==> src/design/csv_defs.svh <==
// Constants of the control board supervisor: register map, fields, timing.
// Assumes inclusion by its bare name from the supervisor package and module.
`ifndef CSV_DEFS_SVH
`define CSV_DEFS_SVH

// Byte offsets of the Wishbone registers.
`define CSV_ADR_CTRL 8'h00
`define CSV_ADR_KICK 8'h04
`define CSV_ADR_STATUS 8'h08
`define CSV_ADR_IRQ_STAT 8'h0C
`define CSV_ADR_IRQ_MASK 8'h10
`define CSV_ADR_DOUT 8'h14
`define CSV_ADR_AOUT_BASE 8'h20
`define CSV_ADR_AOUT_MASK 8'hE0
`define CSV_AOUT_IDX_MSB 4
`define CSV_AOUT_IDX_LSB 2

// Control bits.
`define CSV_CTRL_WDT_EN 0
`define CSV_CTRL_FIRE_EN 1
`define CSV_CTRL_W 2

// Status bits.
`define CSV_ST_TRIPPED 0
`define CSV_ST_PF_PRI 1
`define CSV_ST_PF_SEC 2
`define CSV_ST_SUPPLY 3
`define CSV_ST_RUNNING 4

// Interrupt status and mask bits.
`define CSV_IRQ_WDT 0
`define CSV_IRQ_SUPPLY 1
`define CSV_IRQ_FLASH 2
`define CSV_IRQ_W 3

// Service key and reset values.
`define CSV_KICK_KEY 32'h0000_5A5A
`define CSV_ZERO_WORD 32'h0000_0000
`define CSV_SEL_ALL 4'hF

// Bus word layout: byte lanes and their width.
`define CSV_BYTE_W 8
`define CSV_SEL_W 4

// Watchdog timeout and board clock.
`define CSV_WDT_TIMEOUT_US 1000
`define CSV_CLK_MHZ 50

// Rail trip levels in millivolts, applied by the external comparators.
`define CSV_TRIP_5V_MV 4550
`define CSV_TRIP_15V_MV 12400
`define CSV_TRIP_48V_MV 38000

`endif

==> src/design/csv_pkg.sv <==
// Types shared by the control board supervisor.
// Assumes the constants header sits in the include path.
`include "csv_defs.svh"

package csv_pkg;

   // Watchdog states.
   typedef enum logic [1:0] {
      CSV_WD_OFF,
      CSV_WD_RUN,
      CSV_WD_TRIP
   } csv_wd_e;

   // One bus word.
   typedef logic [31:0] csv_word_t;

endpackage

==> src/design/csv_supervisor.sv <==
// Control board supervisor: program watchdog, safe state, supply monitor.
// Assumes one 50 MHz board clock, a classic Wishbone master and
// supply comparators whose outputs are synchronous to the clock.
//
// Notes on behaviour
// RULE_01: Watchdog supervises program servicing, trips on failure.
// RULE_02: Tripped watchdog blocks all flash program writes.
// RULE_03: Trip resets firing control, keeps firing disabled.
// RULE_04: Trip forces every digital output low.
// RULE_05: Trip loads zero into all analogue settings.
// RULE_06: Primary and secondary supply-fail inputs are monitored.
// RULE_07: Any rail below threshold raises trip signal; a low 5 V rail gives master reset instead, which holds the supply trip low.
// RULE_08: Low 5 V rail forces hardware master reset.
// RULE_09: Master reset clears I/O registers, suppresses firing.
// RULE_10: Watchdog trip latches until master reset.
// RULE_11: Program services watchdog well within timeout.
`timescale 1ns/1ps
`include "csv_defs.svh"

module csv_supervisor
   import csv_pkg::*;
#(
   parameter int WDT_CYCLES = `CSV_WDT_TIMEOUT_US * `CSV_CLK_MHZ,
   parameter int DOUT_W = 8,
   parameter int ANA_N = 2,
   parameter int ANA_W = 12
) (
   input wire logic clk_i,
   input wire logic rst_i,
   input wire logic wb_cyc_i,
   input wire logic wb_stb_i,
   input wire logic wb_we_i,
   input wire logic [7:0] wb_adr_i,
   input wire logic [3:0] wb_sel_i,
   input wire logic [31:0] wb_dat_i,
   output logic [31:0] wb_dat_o,
   output logic wb_ack_o,
   input wire logic pf_primary_i,
   input wire logic pf_secondary_i,
   input wire logic rail5v_low_i,
   input wire logic flash_wr_req_i,
   output logic flash_wr_en_o,
   output logic fire_en_o,
   output logic fire_rst_o,
   output logic [DOUT_W-1:0] dout_o,
   output logic [ANA_N*ANA_W-1:0] aout_o,
   output logic supply_trip_o,
   output logic master_rst_o,
   output logic irq_o
);

   localparam int CNT_W = $clog2(WDT_CYCLES + 1);
   localparam logic [CNT_W-1:0] WDT_LOAD = CNT_W'(WDT_CYCLES - 1);
   localparam logic [CNT_W-1:0] CNT_ZERO = '0;
   // Index width, number of analogue slots in the address window, bus word width.
   localparam int AIDX_W = `CSV_AOUT_IDX_MSB - `CSV_AOUT_IDX_LSB + 1;
   localparam int ANA_MAX = 1 << AIDX_W;
   localparam int WORD_W = $bits(csv_word_t);

   // A counter of fewer than two cycles cannot tell a service from a miss.
   if (WDT_CYCLES < 2) begin : g_bad_timeout
      $error("csv_supervisor: watchdog timeout below two cycles");
   end
   // Outputs wider than a bus word could not be written or read back.
   if (DOUT_W < 1 || DOUT_W > WORD_W || ANA_W < 1 || ANA_W > WORD_W) begin : g_bad_width
      $error("csv_supervisor: output width outside one bus word");
   end
   // The analogue window holds a fixed number of word slots.
   if (ANA_N < 1 || ANA_N > ANA_MAX) begin : g_bad_count
      $error("csv_supervisor: analogue setting count outside the window");
   end

   // Merges a write word into a register under the byte enables.
   function automatic csv_word_t merge(input csv_word_t old_v,
                                       input csv_word_t new_v,
                                       input logic [3:0] sel);
      csv_word_t res;
      res = old_v;
      for (int b = 0; b < `CSV_SEL_W; b++) begin
         if (sel[b]) begin
            res[`CSV_BYTE_W*b +: `CSV_BYTE_W] = new_v[`CSV_BYTE_W*b +: `CSV_BYTE_W];
         end
      end
      return res;
   endfunction

   // Tells whether the bus index selects analogue setting idx.
   function automatic logic aout_sel(input logic [AIDX_W-1:0] a, input int idx);
      return int'(a) == idx;
   endfunction

   // Registers.
   csv_wd_e wd_r;
   csv_wd_e wd_nxt;
   logic [CNT_W-1:0] cnt_r;
   logic [CNT_W-1:0] cnt_nxt;
   logic [`CSV_CTRL_W-1:0] ctrl_r;
   logic [`CSV_CTRL_W-1:0] ctrl_nxt;
   logic [`CSV_IRQ_W-1:0] ist_r;
   logic [`CSV_IRQ_W-1:0] ist_nxt;
   logic [`CSV_IRQ_W-1:0] imask_r;
   logic [`CSV_IRQ_W-1:0] imask_nxt;
   logic [DOUT_W-1:0] dout_r;
   logic [DOUT_W-1:0] dout_nxt;
   logic [ANA_W-1:0] aout_r [ANA_N];
   logic [ANA_W-1:0] aout_nxt [ANA_N];
   logic ack_r;
   csv_word_t dat_r;
   logic flash_en_r;
   logic fire_en_r;
   logic fire_rst_r;
   logic supply_r;
   logic mrst_r;
   logic irq_r;

   // Bus decode. A request is taken while no ack stands; a write acts at the
   // edge that ends the ack cycle, which is where the master samples ack high.
   wire logic req = wb_cyc_i & wb_stb_i & ~ack_r;
   wire logic wr = wb_cyc_i & wb_stb_i & wb_we_i & ack_r;
   wire logic hit_ctrl = wb_adr_i == `CSV_ADR_CTRL;
   wire logic hit_kick = wb_adr_i == `CSV_ADR_KICK;
   wire logic hit_stat = wb_adr_i == `CSV_ADR_STATUS;
   wire logic hit_ist = wb_adr_i == `CSV_ADR_IRQ_STAT;
   wire logic hit_imask = wb_adr_i == `CSV_ADR_IRQ_MASK;
   wire logic hit_dout = wb_adr_i == `CSV_ADR_DOUT;
   wire logic [AIDX_W-1:0] aidx = wb_adr_i[`CSV_AOUT_IDX_MSB:`CSV_AOUT_IDX_LSB];
   wire logic hit_aout = ((wb_adr_i & `CSV_ADR_AOUT_MASK) == `CSV_ADR_AOUT_BASE) &
                         (int'(aidx) < ANA_N);

   // Master reset: board reset or the 5 V rail below its trip level.
   // A one-cycle dip of the rail flag still clears everything but the bus answer, erring on
   // the safe side rather than filtering it.
   wire logic mrst = rst_i | rail5v_low_i; // [RULE_08]

   // Watchdog service decode: only the full key written as one word counts.
   // A wrong key trips at once, so a runaway program that scribbles over the
   // register map cannot keep the watchdog alive by accident.
   wire logic kick_wr = wr & hit_kick;
   wire logic kick_ok = kick_wr & (wb_sel_i == `CSV_SEL_ALL) &
                        (wb_dat_i == `CSV_KICK_KEY);
   wire logic kick_bad = kick_wr & ~kick_ok;
   wire logic trip = wd_r == CSV_WD_TRIP;
   wire logic running = wd_r == CSV_WD_RUN;

   // Control word: the watchdog enable is sticky once set by software.
   wire csv_word_t ctrl_wv = merge(32'(ctrl_r), wb_dat_i, wb_sel_i);
   wire logic wdt_en_nxt = ctrl_r[`CSV_CTRL_WDT_EN] |
                           (wr & hit_ctrl & ctrl_wv[`CSV_CTRL_WDT_EN]);

   // Watchdog state machine; a trip is left only by master reset.
   always_comb begin
      wd_nxt = wd_r;
      case (wd_r)
         CSV_WD_OFF: begin
            if (wdt_en_nxt) begin
               wd_nxt = CSV_WD_RUN;
            end
         end
         CSV_WD_RUN: begin
            if (cnt_r == CNT_ZERO || kick_bad) begin
               wd_nxt = CSV_WD_TRIP; // [RULE_01]
            end
         end
         CSV_WD_TRIP: begin
            wd_nxt = CSV_WD_TRIP; // [RULE_10]
         end
         default: begin
            wd_nxt = CSV_WD_TRIP;
         end
      endcase
   end

   wire logic trip_evt = running & (wd_nxt == CSV_WD_TRIP);

   // Safe state: tripped already, or tripping at this edge.
   wire logic safe = trip | trip_evt;

   // Timeout counter: reloaded by a correct service, counts while running.
   assign cnt_nxt = (!running || kick_ok) ? WDT_LOAD : // [RULE_01]
                    (cnt_r - CNT_W'(1));

   // Firing enable is dropped at a trip and cannot be set while tripped.
   always_comb begin
      ctrl_nxt = ctrl_r;
      ctrl_nxt[`CSV_CTRL_WDT_EN] = wdt_en_nxt;
      if (wr && hit_ctrl) begin
         ctrl_nxt[`CSV_CTRL_FIRE_EN] = ctrl_wv[`CSV_CTRL_FIRE_EN];
      end
      if (safe) begin
         ctrl_nxt[`CSV_CTRL_FIRE_EN] = 1'b0; // [RULE_03]
      end
   end

   // Digital outputs: zero in the safe state, writes ignored meanwhile.
   wire csv_word_t dout_wv = merge(32'(dout_r), wb_dat_i, wb_sel_i);
   assign dout_nxt = safe ? '0 : // [RULE_04]
                     (wr && hit_dout) ? dout_wv[DOUT_W-1:0] : dout_r;

   // Analogue settings: loaded with zero in the safe state.
   always_comb begin
      csv_word_t av;
      av = `CSV_ZERO_WORD;
      for (int i = 0; i < ANA_N; i++) begin
         aout_nxt[i] = aout_r[i];
         av = merge(32'(aout_r[i]), wb_dat_i, wb_sel_i);
         if (wr && hit_aout && aout_sel(aidx, i)) begin
            aout_nxt[i] = av[ANA_W-1:0];
         end
         if (safe) begin
            aout_nxt[i] = '0; // [RULE_05]
         end
      end
   end

   // Supply fail indications from both monitors.
   wire logic supply_now = pf_primary_i | pf_secondary_i; // [RULE_06]
   wire logic supply_evt = supply_now & ~supply_r;

   // Flash writes pass only while the watchdog is not tripped.
   // The gate adds one edge of delay, so a request must stand until it is seen.
   wire logic flash_ok = flash_wr_req_i & ~safe; // [RULE_02]
   wire logic flash_blk = flash_wr_req_i & safe;

   // Interrupt status: a set in the same cycle wins over a one-written clear,
   // so an event is never lost to a clear that software wrote just before it.
   wire logic [`CSV_IRQ_W-1:0] ev = {flash_blk, supply_evt, trip_evt};
   wire logic [`CSV_IRQ_W-1:0] clr = (wr && hit_ist) ?
                                     wb_dat_i[`CSV_IRQ_W-1:0] : '0;
   assign ist_nxt = (ist_r & ~clr) | ev;
   assign imask_nxt = (wr && hit_imask) ?
                      wb_dat_i[`CSV_IRQ_W-1:0] : imask_r;

   // Read data multiplexer; unmapped addresses read as zero.
   // Status shows the live fail inputs beside the registered supply trip.
   csv_word_t rdata;
   csv_word_t status_w;
   always_comb begin
      status_w = `CSV_ZERO_WORD;
      status_w[`CSV_ST_TRIPPED] = trip;
      status_w[`CSV_ST_PF_PRI] = pf_primary_i;
      status_w[`CSV_ST_PF_SEC] = pf_secondary_i;
      status_w[`CSV_ST_SUPPLY] = supply_r;
      status_w[`CSV_ST_RUNNING] = running;
      rdata = `CSV_ZERO_WORD;
      if (hit_ctrl) begin
         rdata = 32'(ctrl_r);
      end else if (hit_stat) begin
         rdata = status_w;
      end else if (hit_ist) begin
         rdata = 32'(ist_r);
      end else if (hit_imask) begin
         rdata = 32'(imask_r);
      end else if (hit_dout) begin
         rdata = 32'(dout_r);
      end else if (hit_aout) begin
         for (int i = 0; i < ANA_N; i++) begin
            if (aout_sel(aidx, i)) begin
               rdata = 32'(aout_r[i]);
            end
         end
      end
   end

   // Bus answer: one-cycle ack, read data registered with it.
   always_ff @(posedge clk_i) begin
      if (rst_i) begin
         ack_r <= 1'b0;
         dat_r <= `CSV_ZERO_WORD;
      end else begin
         ack_r <= req;
         dat_r <= req ? rdata : `CSV_ZERO_WORD;
      end
   end

   // Watchdog and control state, cleared by any master reset; the counter reloads.
   always_ff @(posedge clk_i) begin
      if (mrst) begin
         wd_r <= CSV_WD_OFF; // [RULE_10]
         cnt_r <= WDT_LOAD;
         ctrl_r <= '0;
         ist_r <= '0;
         imask_r <= '0;
      end else begin
         wd_r <= wd_nxt;
         cnt_r <= cnt_nxt;
         ctrl_r <= ctrl_nxt;
         ist_r <= ist_nxt;
         imask_r <= imask_nxt;
      end
   end

   // Input/output registers, forced to zero by master reset.
   always_ff @(posedge clk_i) begin
      if (mrst) begin
         dout_r <= '0; // [RULE_09]
         for (int i = 0; i < ANA_N; i++) begin
            aout_r[i] <= '0; // [RULE_09]
         end
      end else begin
         dout_r <= dout_nxt;
         for (int i = 0; i < ANA_N; i++) begin
            aout_r[i] <= aout_nxt[i];
         end
      end
   end

   // Output flops for firing, flash gate, supply trip and interrupt.
   // Firing drops at the very edge that detects a trip, not one edge later.
   always_ff @(posedge clk_i) begin
      if (mrst) begin
         fire_en_r <= 1'b0; // [RULE_09]
         fire_rst_r <= 1'b1; // [RULE_09]
         flash_en_r <= 1'b0;
         supply_r <= 1'b0;
         irq_r <= 1'b0;
      end else begin
         fire_en_r <= ctrl_nxt[`CSV_CTRL_FIRE_EN] & ~safe; // [RULE_03]
         fire_rst_r <= safe; // [RULE_03]
         flash_en_r <= flash_ok; // [RULE_02]
         supply_r <= supply_now; // [RULE_07]
         irq_r <= |(ist_nxt & imask_nxt);
      end
   end

   // Master reset indication follows the reset sources by one edge.
   always_ff @(posedge clk_i) begin
      mrst_r <= mrst; // [RULE_08]
   end

   // Port assignments from flops.
   assign wb_ack_o = ack_r;
   assign wb_dat_o = dat_r;
   assign flash_wr_en_o = flash_en_r;
   assign fire_en_o = fire_en_r;
   assign fire_rst_o = fire_rst_r;
   assign dout_o = dout_r;
   assign supply_trip_o = supply_r;
   assign master_rst_o = mrst_r;
   assign irq_o = irq_r;

   // Analogue settings packed onto the output bus, setting 0 lowest.
   for (genvar g = 0; g < ANA_N; g++) begin : g_aout
      assign aout_o[g*ANA_W +: ANA_W] = aout_r[g];
   end

endmodule // csv_supervisor

==> config.mk <==
export PLATFORM = sky130hd
export DESIGN_NAME = csv_supervisor
export DESIGN_NICKNAME = d
export VERILOG_FILES = /design/src/design/csv_pkg.sv /design/src/design/csv_supervisor.sv
export VERILOG_INCLUDE_DIRS = /design/src /design/src/design
export SDC_FILE = /design/constraint.sdc
export NUM_CORES = 1
export LEC_CHECK = 0
export BUFFER_PORTS_ARGS = -buffer_cell sky130_fd_sc_hd__buf_2
export CORE_MARGIN = 2
export CORE_UTILIZATION = 53
export DETAILED_ROUTE_END_ITERATION = 10
export PLACE_DENSITY = 0.92
export SYNTH_ARGS = -nofsm -noshare
export SYNTH_HDL_FRONTEND = slang
export SYNTH_SLANG_ARGS = --single-unit
==> constraint.sdc <==
create_clock -name clk_i -period 5.5 [get_ports clk_i]
set_input_delay 0.55 -clock clk_i [delete_from_list [all_inputs] [get_ports clk_i]]
set_output_delay 0.55 -clock clk_i [all_outputs]
set_load 0.01 [all_outputs]
==> impl_results.md, run 1 <==
* Status: completed
* Ys async rst share at 0
* Post-Place Setup Slack at about 2.5 ns
* Slew HR at 0.2029
* Total track usage at 0.2559
* HPWL Detailed at between 6 and 7 mm
* CTS Root Cell: clkbuf_8
* Vias at 3290
* Avg WL per Cell at roughly 16 µm
* Total length of routed wires at 9.162 mm
* Total power at 1.068 mW
* Largest stage delay, worst path at 0.94 ns
* Final Skew at about 0.009 ns
* Setup TNS at 0 ns
* Total grt overflow at 0
* Max-slew violations at 0
* CP Launch Type: flop
* Antenna cells at 0
* Post-route DRC at 0
* CP cell instances: inv_1, ha_1, or4b_2, nor4_4, o21bai_1, nor2_1, or3_1, nor2_1
* Setup CP Type: flop to flop
* CP delay by family, top: simple AND/OR/NAND/NOR gates
* Leak at about 1.7 nW
* Synthesized flop and latch total at 76
* Ports at about 120
* Mapped Cells at 386
* Post-synth EDFFs at 0
* Nets at 542
* Initial Util at 0.5410
* Max Cap Viol at 0
* Clk Latency, worst-skew pair at 0.36 ns
* Die Ht at 84.05 µm
* Post-CTS setup buffer count at 0
* CP Data Required Time at 5.70 ns
* CP max stage cell: or3_1
* Final setup violation count at 0
* Reg clk slew, reported paths at 0.09 ns
* Number of global-route vias before repair at 3155
* Largest net degree at the start of global routing at 36
* Routed vias/inst at 5.782
* CTS tree: yes
* Power Dens Cells at 263.1 nW/µm²
* Final worst path period need at 3.004 ns
* CP arrival at around 3.2 ns
* Core Region at 6277 µm²
* Pre-antenna DRT Iters at 7
* Ys flop type: dfxtp_1
* Hold-fix buffers at CTS at 0
* Total die area at 7064 µm²
* Hold Crit Class: input pin to flop
* Slew @ Worst Pin at 1.196 ns
* Initial antenna violation count at 0
* # port buffers at about 100
* First-pass GRT wire length at 14.45 mm
* Row count at 29
* Synth warn at 0
* Clock Sink Count at 76
* Area growth from synthesis to layout at 19.57%
* Setup slack after layout at 2.496 ns
* ANT nets after route at 0
* Most used cell, CP: nor2_1
* RSZ-0062 raised after global routing: no
* Post-CTS sizing at 0
* Max Fclk at between 300 and 400 MHz
* Syn avg cell area at 8.797 µm²
* Post-Syn Area at between 3000 and 4000 µm²
* Final period util at 0.5461
* RePlAce Congestion at around 0.94
* CP Buf/Inv Count at 1
* Total CTS buffers at 9
* Clock buffer depth at 2
* CTS H-Tree Depth at 3
* Die width at approximately 84 µm
* CP endpoint kind: flop
* Post-synthesis sequential area ratio at 0.4480
* 1st-iter DRT viols at about 210
* Post-synthesis cell type count at between 40 and 50
* Fin. Hold Viols at 0
* Worst vdd ir at 0.1810 mV
* Crit path max fanout at 35
* Proportion of layout cells with a drive suffix above 1 at 0.2581
==> state kept, by name, summed over array words and instances, names as in the netlist <==
| signal | count |
|---|---|
| cnt_r | 16 |
| imask_r | 3 |
| ctrl_r | 2 |
| wb_dat_o | 12 |
| master_rst_o | 1 |
| wb_ack_o | 1 |
| ist_r | 3 |
| flash_wr_en_o | 1 |
| wd_r | 2 |
| fire_rst_o | 1 |
| aout_r | 24 |
| dout_o | 8 |
| supply_trip_o | 1 |
| irq_o | 1 |
==> final timing paths <==
kind,startpoint,end,slack [ns],depth (start not counted)
worst max register to register,cnt_r[0]$_SDFF_PP1_,dout_o[1]$_SDFFE_PP0P_,2.50,8
worst max-delay path,cnt_r[0]$_SDFF_PP1_,dout_o[1]$_SDFFE_PP0P_,2.50,8
worst min register to register,cnt_r[0]$_SDFF_PP1_,cnt_r[0]$_SDFF_PP1_,0.44,1
worst min-delay path,pf_primary_i,supply_trip_o$_SDFF_PP0_,0.42,3
==> synthesized netlist by cell type, types with 3 or more instances <==
| cell type | instances | area, µm² |
|---|---|---|
| buf_4 | 20 | 150.1 |
| nand4_1 | 5 | 31.28 |
| or4_1 | 3 | 22.52 |
| a21oi_1 | 24 | 120.1 |
| nor4_1 | 6 | 37.54 |
| clkbuf_1 | 3 | 11.26 |
| or3_1 | 6 | 37.54 |
| mux2i_1 | 29 | 290.3 |
| nand2_1 | 51 | 191.4 |
| nand3_1 | 10 | 50.05 |
| nand2b_1 | 3 | 18.77 |
| xnor2_1 | 8 | 70.07 |
| o21ai_0 | 10 | 50.05 |
| inv_1 | 8 | 30.03 |
| nor4bb_1 | 3 | 30.03 |
| nor2b_1 | 5 | 31.28 |
| o31ai_1 | 3 | 22.52 |
| buf_1 | 3 | 11.26 |
| o22ai_1 | 3 | 18.77 |
| dfxtp_1 | 76 | 1521 |
| xor2_1 | 4 | 35.03 |
| nor2_1 | 45 | 168.9 |
| buf_6 | 4 | 45.04 |
| nor3_1 | 18 | 90.09 |
==> worst reg2reg max path, stage by stage, from the launching register on <==
cell	delay, ns
dfxtp_1	0.35
inv_1	0.11
ha_1	0.16
or4b_2	0.63
nor4_4	0.21
o21bai_1	0.12
nor2_1	0.17
or3_1	0.94
nor2_1	0.16
==> final cells by class <==
cell class              count  area [µm²]
well taps                  77       96.34
flip-flops and latches     76        1521
clock buffers              10       137.6
repair buffers            103       515.5
multi-input cells         288        1684
inverters                   9       33.78
clock inverters             6       71.32
fillers                   492        2217
==> layout by cell type (no fill, tap or decap), drive strengths merged, types with 7 or more instances in the layout <==
| cell | Yosys | layout |
|---|---|---|
| o21ai | 10 | 10 |
| buf | 29 | 103 |
| dfxtp | 76 | 76 |
| inv | 9 | 10 |
| nand3 | 10 | 10 |
| a21oi | 24 | 24 |
| nor3 | 19 | 19 |
| nor2 | 45 | 45 |
| mux2i | 29 | 29 |
| conb | 1 | 20 |
| nand2 | 51 | 51 |
| clkbuf | 3 | 10 |
| nor4 | 7 | 7 |
| xnor2 | 8 | 8 |
==> layer usage <==
layer	track usage	vias up	part of all wire
met2	0.4235	234	0.48
met1	0.3063	1504	0.38
met4	0.1466	0	0.043
met5	0	-	0
li1	-	1511	-
met3	0.05341	41	0.10
==> where the power goes <==
group	switching, mW	leakage (nW)	internal [mW]
clock	0.227	0.0991	0.225
sequential	0.00143	0.614	0.552
combinational	0.0392	0.975	0.0241
total	0.267	1.69	0.801
==> metrics by stage <==
step | hold WS, ns | utilization | cell area, µm² | std cells
after detailed placement | 0.4137 | 0.6135 | 3851 | 553
final | 0.4243 | 0.6468 | 4060 | 569
after global routing | 0.4407 | 0.6468 | 4060 | 569
after floorplan | 0.3838 | - | 3467 | 405
after CTS | 0.4280 | 0.6468 | 4060 | 569
after global placement | 0.4008 | 0.6135 | 3851 | 553
==> cell families (layout without fill, tap and decap cells) <==
group | after synthesis | count (layout) | share of synthesized area
AND/OR/NAND/NOR | 170 | 170 | 0.2498
flip-flops | 76 | 76 | 0.4480
AO/OA/AOI/OAI | 53 | 53 | 0.09359
buffers and inverters | 41 | 128 | 0.07700
multiplexers | 31 | 31 | 0.09211
XOR/XNOR | 12 | 12 | 0.03095
adder cells (fa/ha/maj) | 2 | 2 | 0.007368
other | 1 | 20 | 0.001104
(Power assumes the default switching activity.)
==> run 2: changes to the inputs <==
- CORE_UTILIZATION: 53 -> 45
- PLACE_DENSITY: 0.92 -> 0.84
- clock period: 5.5 -> 2.5 ns (I/O delays scaled with it)
==> run 2 against run 1 <==
Net effect:
- sequential share of layout area fell by 1.4 points
- clock power rose by 130%
- cell area rose by 3.9%
- non-clock buffer count rose by 15
- critical endpoint is now aout_r[0][23]$_SDFFE_PP0P_
- largest cell class unchanged
==> impl_results.md, run 2 (same netlist as run 1, synthesis figures left out) <==
* Sequential cell fraction of total power at 0.510
* Hold_ws at between 0.1 and 0.15 ns
* CTS Root Cell: clkbuf_8
* Pre-antenna DRT Iters at 4
* CTS H-Tree Depth at 3
* CTS tree: yes
* RSZ-0062 raised after global routing: no
* Initial Util at 0.4657
* Total grt overflow at 0
* Max-slew violations at 0
* Core Region at around 7300 µm²
* Nets at around 560
* HPWL Detailed at around 6.6 mm
* Sw Pwr at 0.5501 mW
* Initial antenna violation count at 0
* Number of global-route vias before repair at 3037
* Internal at between 1.5 and 2 mW
* Die width at approximately 91 µm
* Reg-to-reg critical path endpoint: aout_r[0][23]$_SDFFE_PP0P_
* Final period util at 0.8988
* Hold-fix buffers at CTS at 0
* Status: completed
* Clock share of power at 0.429
* Total length of routed wires at approximately 9 mm
* CP arrival at 2.49 ns
* Antenna cells at 0
* Hold Crit Class: input pin to flop
* Slew @ Worst Pin at 1.101 ns
* Vias at 3160
* Final worst path period need at 2.247 ns
* Slew HR at 0.2615
* Reg clk slew, reported paths at around 0.08 ns
* Clock Sink Count at 76
* Area growth from synthesis to layout at 24.24%
* Worst vdd ir at ~0.25 mV
* CP Data Required Time at between 2 and 3 ns
* Hold_sp: flash_wr_req_i
* Max Cap Viol at 0
* Post-route DRC at 0
* Setup TNS at 0 ns
* Worst reg-to-reg path cell count at 9
* Clock buffer depth at 2
* Row count at 31
* Die Ht at 90.87 µm
* RePlAce Congestion at 0.8948
* Commonest non-fill, non-tap cell in the layout: buf_2
* Avg WL per Cell at 14.61 µm
* Final setup violation count at 0
* CP Launch Point: cnt_r[0]$_SDFF_PP1_
* # port buffers at 103
* Total CTS buffers at 9
* Ports at 124
* Reg-to-Reg Start: cnt_r[0]$_SDFF_PP1_
* Number of flip-flops in the largest register at 24
* Final instance area at 4219 µm²
* Post-CTS setup buffer count at 0
* Setup CP Type: flop to flop
* Commonest cells after routing, fill and taps aside: buf_2, dfxtp_1, nand2_1, nor2_1, mux2i_1
* Total die area at 8257 µm²
* Routed vias/inst at ~5.2
* Sw Share at 0.2303
* Biggest register: aout_r
* ANT nets after route at 0
* Utilization after layout at 0.5786
* First-pass GRT wire length at 14.31 mm
* CP endpoint kind: flop
* CP Launch Type: flop
* Max Fclk at between 400 and 500 MHz
* Placed inst area at 4004 µm²
* CP endpoint: aout_r[0][23]$_SDFFE_PP0P_
* Crit path max fanout at 35
* Total track usage at 0.2160
* 1st-iter DRT viols at 139
* Proportion of layout cells with a drive suffix above 1 at 0.2781
* R2r setup slk at about 0.25 ns
* Clk Latency, worst-skew pair at roughly 0.35 ns
* Fin. Hold Viols at 0
* Final Skew at 0.005655 ns
* Combinational share of power at 0.061
* Power Dens Cells at 566.1 nW/µm²
* Post-CTS sizing at 0
* Leak at about 1.8 nW
* Largest net degree at the start of global routing at 36
-- run 2: worst min path at each step --
stage	end	cells past startpoint	slack, ns
floorplan	flash_wr_en_o$_SDFF_PP0_	2	0.36
global placement	cnt_r[0]$_SDFF_PP1_	1	0.39
detailed placement	cnt_r[0]$_SDFF_PP1_	1	0.41
CTS	flash_wr_en_o$_SDFF_PP0_	3	0.14
global route	flash_wr_en_o$_SDFF_PP0_	3	0.12
finish	flash_wr_en_o$_SDFF_PP0_	3	0.14
-- run 2: power by group through the flow --
stage	Clock, mW	Combinational [mW]	Sequential, mW
6_report	1.02	0.147	1.22
5_1_grt	1.10	0.159	1.22
4_1_cts	1.03	0.145	1.22
3_5_place_dp	0	0.145	1.25
3_3_place_gp	0	0.142	1.25
2_1_floorplan	0	0.0943	1.25
-- run 2: area by class of cell --
class                      count  area (µm²)
fill                         647        3073
multi-input combinational    288        1684
sequential                    76        1521
timing repair buffer         118       640.6
clock buffer                  10       127.6
tap                           99       123.9
clock inverter                 6       87.58
inverter                       9       33.78
-- run 2: through the flow --
stage	power [mW]	worst slack [ns]	std cells
finish	2.388	0.2531	606
global route	2.480	0.08540	606
CTS	2.397	0.2431	606
detailed placement	1.390	0.2415	590
global placement	1.388	0.3106	590
floorplan	1.341	0.4381	405
-- run 2: worst max-delay path, stage by stage, from the launching register on --
cell     delay, ns
dfxtp_1       0.34
inv_1         0.10
ha_1          0.15
or4b_2        0.63
nor4_4        0.19
nor4_1        0.09
nor2_1        0.19
or3_1         0.18
buf_12        0.20
nor2_1        0.08
-- run 2: routing by layer --
| layer | track usage | vias to the layer above | routed length, µm |
|---|---|---|---|
| li1 | - | 1538 | - |
| met1 | 0.2603 | 1475 | 3672 |
| met2 | 0.3756 | 139 | 4380 |
| met3 | 0.05760 | 8 | 711 |
| met4 | 0.06692 | 0 | 89 |
| met5 | 0 | - | 0 |
